[src/core/aprp_defs.svh]
// Purpose: Constants for the converter result readout port.
// Assumes: A 200 MHz system clock with a 5 ns period.
// Notes:   Timing figures are kept in ns, and the cycle counts are derived from them.
`ifndef APRP_DEFS_SVH
`define APRP_DEFS_SVH
`define APRP_RES_W         16
`define APRP_BYTE_W        8
`define APRP_CLK_PERIOD_NS 5
`define APRP_CONV_TIME_NS  650
`define APRP_CONV_CYCLES   (`APRP_CONV_TIME_NS / `APRP_CLK_PERIOD_NS)
`define APRP_ONES_BYTE     8'hff
`define APRP_ZERO_RES      16'h0000
`define APRP_CNT_ONE       8'h01
`define APRP_CNT_ZERO      8'h00
`endif

[src/core/aprp_pkg.sv]
// Purpose: Types for the converter result readout port.
// Assumes: The constants header is included before this package.
// Notes:   The host-side controls travel together as one struct.
`include "aprp_defs.svh"
package aprp_pkg;
	typedef enum logic [2:0] {
		APRP_IDLE = 3'b001,
		APRP_CONV = 3'b010,
		APRP_DONE = 3'b100
	} aprp_state_t;

	typedef struct packed {
		logic cs_n;
		logic rd_n;
		logic byte_sel;
		logic start_n;
		logic rst_n;
	} aprp_ctl_t;
endpackage

[src/core/aprp_top.sv]
// Purpose: Result readout port of a 16-bit converter, as it sits inside the device.
// Assumes: Host pins are asynchronous and pass two flip-flops before any logic reads them.
// Notes:   The conversion core is modelled by a fixed-length sequencer with the sample as an input.
// Contract
// - Reset low aborts any conversion immediately.
// - Reset low clears result latches to zero.
// - Chip select never gates reset.
// - Read strobe enables outputs only with select.
// - Bus shows last completed result, never partial.
// - Toggled select and strobe fetch each result.
// - Both held low shows each new result.
// - Drive only when select and strobe low.
// - Byte select low gives full word.
// - Byte select high: low byte up, ones below.
// - Busy high through conversion, falls at end.
`include "aprp_defs.svh"
module aprp_top #(
	parameter int RES_W      = `APRP_RES_W,
	parameter int CONV_CYCLES = `APRP_CONV_CYCLES
) (
	// System.
	input  wire logic             SYS_CLK_I,
	input  wire logic             SYS_RST_I,
	input  wire logic             CLK_EN_I,
	// Host control pins.
	input  wire logic             CHIP_SEL_N_I,
	input  wire logic             READ_N_I,
	input  wire logic             BYTE_SEL_I,
	input  wire logic             CONVERT_START_N_I,
	input  wire logic             RESET_N_I,
	// Converter core sample.
	input  wire logic [RES_W-1:0] SAMPLE_I,
	// Result bus pins and status.
	output logic      [RES_W-1:0] RESULT_BUS_PINS_O,
	output logic      [RES_W-1:0] RESULT_BUS_PINS_OE_N_O,
	output logic                  BUSY_O
);
	localparam int HB = RES_W / 2;

	aprp_pkg::aprp_ctl_t ctl_s1_q;
	aprp_pkg::aprp_ctl_t ctl_s2_q;
	logic                start_prev_q;
	aprp_pkg::aprp_state_t state_q;
	aprp_pkg::aprp_state_t state_d;
	logic [7:0]          cnt_q;
	logic [7:0]          cnt_d;
	logic [RES_W-1:0]    sample_q;
	logic [RES_W-1:0]    sample_d;
	logic [RES_W-1:0]    latch_q;
	logic                clr;
	logic                done;
	logic                start_fall;
	logic [RES_W-1:0]    bus_d;
	logic [RES_W-1:0]    bus_q;
	logic                oe_n_d;
	logic                oe_n_q;
	logic                busy_d;
	logic                busy_q;

	// Two-flop synchronisers on all host pins; only the second stage is read.
	always_ff @(posedge SYS_CLK_I or posedge SYS_RST_I) begin
		if (SYS_RST_I) begin
			ctl_s1_q     <= 5'h1f;
			ctl_s2_q     <= 5'h1f;
			start_prev_q <= 1'b1;
		end else if (CLK_EN_I) begin
			ctl_s1_q     <= '{CHIP_SEL_N_I, READ_N_I, BYTE_SEL_I, CONVERT_START_N_I, RESET_N_I};
			ctl_s2_q     <= ctl_s1_q;
			start_prev_q <= ctl_s2_q.start_n;
		end
	end

	assign clr        = !ctl_s2_q.rst_n;
	assign start_fall = start_prev_q && !ctl_s2_q.start_n && !ctl_s2_q.cs_n;
	assign done       = (state_q == aprp_pkg::APRP_CONV) && (cnt_q == `APRP_CNT_ONE);

	// Sequencer: the sample is captured at the start edge and converted for a fixed time.
	always_comb begin
		state_d  = state_q;
		cnt_d    = cnt_q;
		sample_d = sample_q;
		if (clr) begin
			state_d = aprp_pkg::APRP_IDLE;
			cnt_d   = `APRP_CNT_ZERO;
		end else begin
			case (state_q)
				aprp_pkg::APRP_IDLE, aprp_pkg::APRP_DONE: begin
					if (start_fall) begin
						state_d  = aprp_pkg::APRP_CONV;
						cnt_d    = 8'(CONV_CYCLES);
						sample_d = SAMPLE_I;
					end
				end
				aprp_pkg::APRP_CONV: begin
					cnt_d = cnt_q - `APRP_CNT_ONE;
					if (done) begin
						state_d = aprp_pkg::APRP_DONE;
					end
				end
				default: begin
					state_d = aprp_pkg::APRP_IDLE;
				end
			endcase
		end
	end

	always_ff @(posedge SYS_CLK_I or posedge SYS_RST_I) begin
		if (SYS_RST_I) begin
			state_q  <= aprp_pkg::APRP_IDLE;
			cnt_q    <= `APRP_CNT_ZERO;
			sample_q <= `APRP_ZERO_RES;
		end else if (CLK_EN_I) begin
			state_q  <= state_d;
			cnt_q    <= cnt_d;
			sample_q <= sample_d;
		end
	end

	// The latch only loads at completion, so a split byte read never mixes two results.
	aprp_latch #(
		.W(RES_W)
	) u_latch (
		.clk_i  (SYS_CLK_I),
		.rst_i  (SYS_RST_I),
		.en_i   (CLK_EN_I),
		.clr_i  (clr),
		.wr_i   (done),
		.wdata_i(sample_q),
		.rdata_o(latch_q)
	);

	// Output stage: with select and strobe held low, a new result flows out unasked.
	always_comb begin
		oe_n_d = ctl_s2_q.cs_n || ctl_s2_q.rd_n;
		busy_d = (state_d == aprp_pkg::APRP_CONV);
		if (ctl_s2_q.byte_sel) begin
			bus_d = {latch_q[HB-1:0], {HB{1'b1}}};
		end else begin
			bus_d = latch_q;
		end
	end

	always_ff @(posedge SYS_CLK_I or posedge SYS_RST_I) begin
		if (SYS_RST_I) begin
			bus_q  <= `APRP_ZERO_RES;
			oe_n_q <= 1'b1;
			busy_q <= 1'b0;
		end else if (CLK_EN_I) begin
			bus_q  <= bus_d;
			oe_n_q <= oe_n_d;
			busy_q <= busy_d;
		end
	end

	assign RESULT_BUS_PINS_O      = bus_q;
	assign RESULT_BUS_PINS_OE_N_O = {RES_W{oe_n_q}};
	assign BUSY_O                 = busy_q;
endmodule

[src/core/aprp_latch.sv]
// Purpose: Result holding latch that the bus reads from.
// Assumes: The write strobe comes from the sequencer on the same clock.
// Notes:   The read data comes straight out of a register.
`include "aprp_defs.svh"
module aprp_latch #(
	parameter int W = `APRP_RES_W
) (
	// Clock, reset and enable.
	input  wire logic         clk_i,
	input  wire logic         rst_i,
	input  wire logic         en_i,
	// Control.
	input  wire logic         clr_i,
	input  wire logic         wr_i,
	input  wire logic [W-1:0] wdata_i,
	// Read data.
	output logic      [W-1:0] rdata_o
);
	logic [W-1:0] data_q;
	logic [W-1:0] data_d;

	always_comb begin
		data_d = data_q;
		if (clr_i) begin
			data_d = '0;
		end else if (wr_i) begin
			data_d = wdata_i;
		end
	end

	always_ff @(posedge clk_i or posedge rst_i) begin
		if (rst_i) begin
			data_q <= '0;
		end else if (en_i) begin
			data_q <= data_d;
		end
	end

	assign rdata_o = data_q;
endmodule

[config.mk]
export PLATFORM = sky130hd
export DESIGN_NAME = aprp_top
export DESIGN_NICKNAME = d
export VERILOG_FILES = /design/src/core/aprp_pkg.sv /design/src/core/aprp_top.sv /design/src/core/aprp_latch.sv
export VERILOG_INCLUDE_DIRS = /design/src /design/src/core
export SDC_FILE = /design/constraint.sdc
export NUM_CORES = 1
export LEC_CHECK = 0
export BUFFER_PORTS_ARGS = -buffer_cell sky130_fd_sc_hd__buf_2
export CORE_ASPECT_RATIO = 1.25
export CORE_MARGIN = 2
export CORE_UTILIZATION = 55
export CTS_CLUSTER_DIAMETER = 50
export DETAILED_ROUTE_END_ITERATION = 8
export PLACE_DENSITY = 0.79
export SLEW_MARGIN = 20
export SYNTH_ARGS = -nofsm -noshare
export SYNTH_HDL_FRONTEND = slang
export SYNTH_SLANG_ARGS = --single-unit
[constraint.sdc]
create_clock -name SYS_CLK_I -period 2.32 [get_ports SYS_CLK_I]
set_input_delay 0.116 -clock SYS_CLK_I [delete_from_list [all_inputs] [get_ports SYS_CLK_I]]
set_output_delay 0.116 -clock SYS_CLK_I [all_outputs]
set_load 0.02 [all_outputs]
==> results.txt <==
DIE WIDTH: 72.9 um
Syn. warnings: 0
Gr usage total: 19.2%
Post-synth cell types: 46
HP Class: input pin to flip-flop
Fmax: 516 MHz
DR WL/cell: 14.6 um
Cts bufs inserted: 9
CTS HTree Levels: 3
Clock root buffer: clkbuf_8
IO Pins: 57
Worst-margin pin slew: 664 ps
Routed via count: 2170
Layout cells sized above 1: 37.5%
Tcrit/Tclk final: 83.5%
Syn nets: 300
Flop2flop setup slack: 380 ps
Vias in the first global route: 2009
Max Cap Violations: 0
Gpl congestion: 0.800
# DRC: 0
Setup Slack @ Placement: 386 ps
Initial antenna violation count: 0
Arr. time, crit path: 2160 ps
Multi-input logic area: 0.00120 mm^2
Largest net degree at the start of global routing: 63
Rows: 31
Status: finished, final reports clean
Syn Inst Count: 274
Critical path startpoint category: flip-flop
Full die area: 0.00657 mm^2
P per Cell Area: 847 mW/mm^2
Synth async-reset ratio: 100%
Final WS setup: 383 ps
Max-slew violations: 0
RR Startpoint: start_prev_q
LEAKAGE: 1.83 nW
Initial DRC count: 211
Final min period: 1940 ps
CP endpoint kind: flip-flop
Max-slew headroom: 55.7%
Clock Latency Late Sink: 340 ps
DP HPWL: 3860 um
Vias per inst: 5.47
FF+latch area: 0.00182 mm^2
Routed WL: 5820 um
Worst VDD drop: 459 uV
Final-report hold violation count: 0
Number of flops mapped to enable cells by yosys: 0
# clock sinks: 72
DRT Pass-1 Iters: 4
Hold Path Origin: SAMPLE_I[0]
Core Area: 0.00578 mm^2
Clock slew at reported path FFs: 70 ps
Setup TNS: 0 ps
Routed Antenna Nets: 0
Synth Area per Inst: 11.9 um^2
Nets: 352
Worst Path Max Fanout: 18
Seq/Total Area, Yosys: 55.7%
Initial core utilization: 56.5%
Synth Flop Type: dfrtp_1
Die height: 90.1 um
Worst hold endpoint: sample_q[0]
Clk_skew: 9.95 ps
R2r endpoint: sample_q[3]
Path depth of the worst reg2reg path: 4
Req. time, crit path: 2540 ps
Hold depth: 2
Synthesis-to-finish area growth: 16.3%
Longest Clk Path Bufs: 2
Setup CP Type: flip-flop to flip-flop
I/O Buffers: 56
Diodes inserted: 0
FILL cells: 445
FF+latch count, synth: 72
RSZ-0062 raised after global routing: false
Post-Syn Area: 0.00326 mm^2
CTS tree: built
Global-route wire length before repair: 9680 um
Setup violations, final: 0
Gr ovfl total: 0
## area by class of cell
type,count,share of cell area (%)
timing repair buffer,72,11.7
clock inverter,6,1.81
tap,66,2.18
multi-input combinational,160,31.7
inverter,11,1.09
clock buffer,10,3.63
sequential,72,47.9
## metrics by stage
| step | hold slack [ps] | total power [mW] | area, um^2 | utilization (%) | std cells |
|---|---|---|---|---|---|
| finish | 9.51 | 3.22 | 3800 | 65.7 | 397 |
| global placement | 247 | 2.20 | 3460 | 59.9 | 368 |
| floorplan | 265 | 2.12 | 3260 | - | 274 |
| global route | 5.24 | 3.38 | 3800 | 65.7 | 397 |
| CTS | 1.11 | 3.24 | 3800 | 65.7 | 397 |
| detailed placement | 255 | 2.24 | 3460 | 59.9 | 368 |
## flip-flops by register name, indices dropped and copies added (netlist names)
signal,count
oe_n_q,1
BUSY_O,1
sample_q,16
ctl_s1_q,5
ctl_s2_q,5
cnt_q,8
RESULT_BUS_PINS_O,16
u_latch.rdata_o,16
start_prev_q,1
state_q,3
## cell usage after synthesis, types with 2 or more instances
cell | n | area share (%)
a21oi_1 | 18 | 2.8
a22o_1 | 12 | 3.2
a32o_1 | 2 | 0.61
and2_1 | 3 | 0.57
and3_1 | 2 | 0.38
buf_1 | 3 | 0.34
buf_2 | 3 | 0.46
buf_4 | 18 | 4.1
buf_6 | 2 | 0.69
clkbuf_1 | 5 | 0.57
dfrtp_1 | 59 | 45
dfstp_2 | 13 | 10
ha_1 | 2 | 0.77
inv_1 | 11 | 1.3
mux2_2 | 19 | 6.6
mux2_4 | 8 | 3.7
mux2i_1 | 8 | 2.5
nand2_1 | 10 | 1.1
nand3_1 | 3 | 0.46
nand4_1 | 2 | 0.38
nor2_1 | 32 | 3.7
nor3_1 | 4 | 0.61
nor4_1 | 2 | 0.38
o21ai_0 | 4 | 0.61
o221ai_1 | 5 | 1.3
o22a_1 | 3 | 0.81
xnor2_1 | 2 | 0.54
## kinds of logic (layout without fill, tap and decap cells)
logic type	count (synthesis)	in the layout	share of synthesized area [%]
DFF	72	72	55.7
AOI/OAI and AO/OA	56	56	12.6
xor gates and xnor gates	2	2	0.537
and+or+nand+nor	65	65	10.2
buffers and inverters	42	99	7.47
muxes	35	35	12.7
adders and majority gates	2	2	0.766
## worst max-delay path by stage
stage | to | cells after the start | slack, ps | from
4_1_cts | sample_q[3] | 4 | 380 | start_prev_q
3_3_place_gp | sample_q[1] | 4 | 430 | start_prev_q
2_1_floorplan | BUSY_O | 1 | 400 | SYS_RST_I
6_report | sample_q[3] | 4 | 380 | start_prev_q
5_1_grt | u_latch.rdata_o[3] | 6 | 210 | cnt_q[1]
3_5_place_dp | sample_q[3] | 4 | 390 | start_prev_q
## repair_timing
action,in CTS,in global routing
gates resized for setup,0,0
endpoints found under the setup margin,0,0
hold buffers,13,0
setup buffers,0,0
hold endpoints to repair,31,0
## routing by layer
| layer | GRT usage (%) | wire length (um) | vias to the layer above |
|---|---|---|---|
| met4 | 8.18 | 99 | 0 |
| met2 | 28.5 | 2790 | 58 |
| met1 | 26.4 | 2700 | 1041 |
| li1 | - | - | 1063 |
| met3 | 5.04 | 228 | 8 |
| met5 | 0 | 0 | - |
## layout by cell type (no fill, tap or decap), types with 10 or more instances in the layout
master	count
a22o_1	12
nor2_1	32
dlygate4sd3_1	13
buf_2	56
mux2_2	19
clkbuf_8	10
dfrtp_1	59
dfstp_2	13
a21oi_1	18
nand2_1	10
inv_1	10
## critical path: stages (launching register included)
cell and delay, ps:
dfstp_2 530, or3b_4 400, nor3_4 290, nand2_4 240
mux2_4 370
## power breakdown
| group | total, mW | switching, mW | internal [mW] |
|---|---|---|---|
| logic | 0.600 | 0.296 | 0.304 |
| clock network | 0.993 | 0.464 | 0.529 |
| registers | 1.62 | 0.146 | 1.48 |
| total | 3.22 | 0.906 | 2.31 |
No activity file was read; power rests on OpenSTA's default activity.
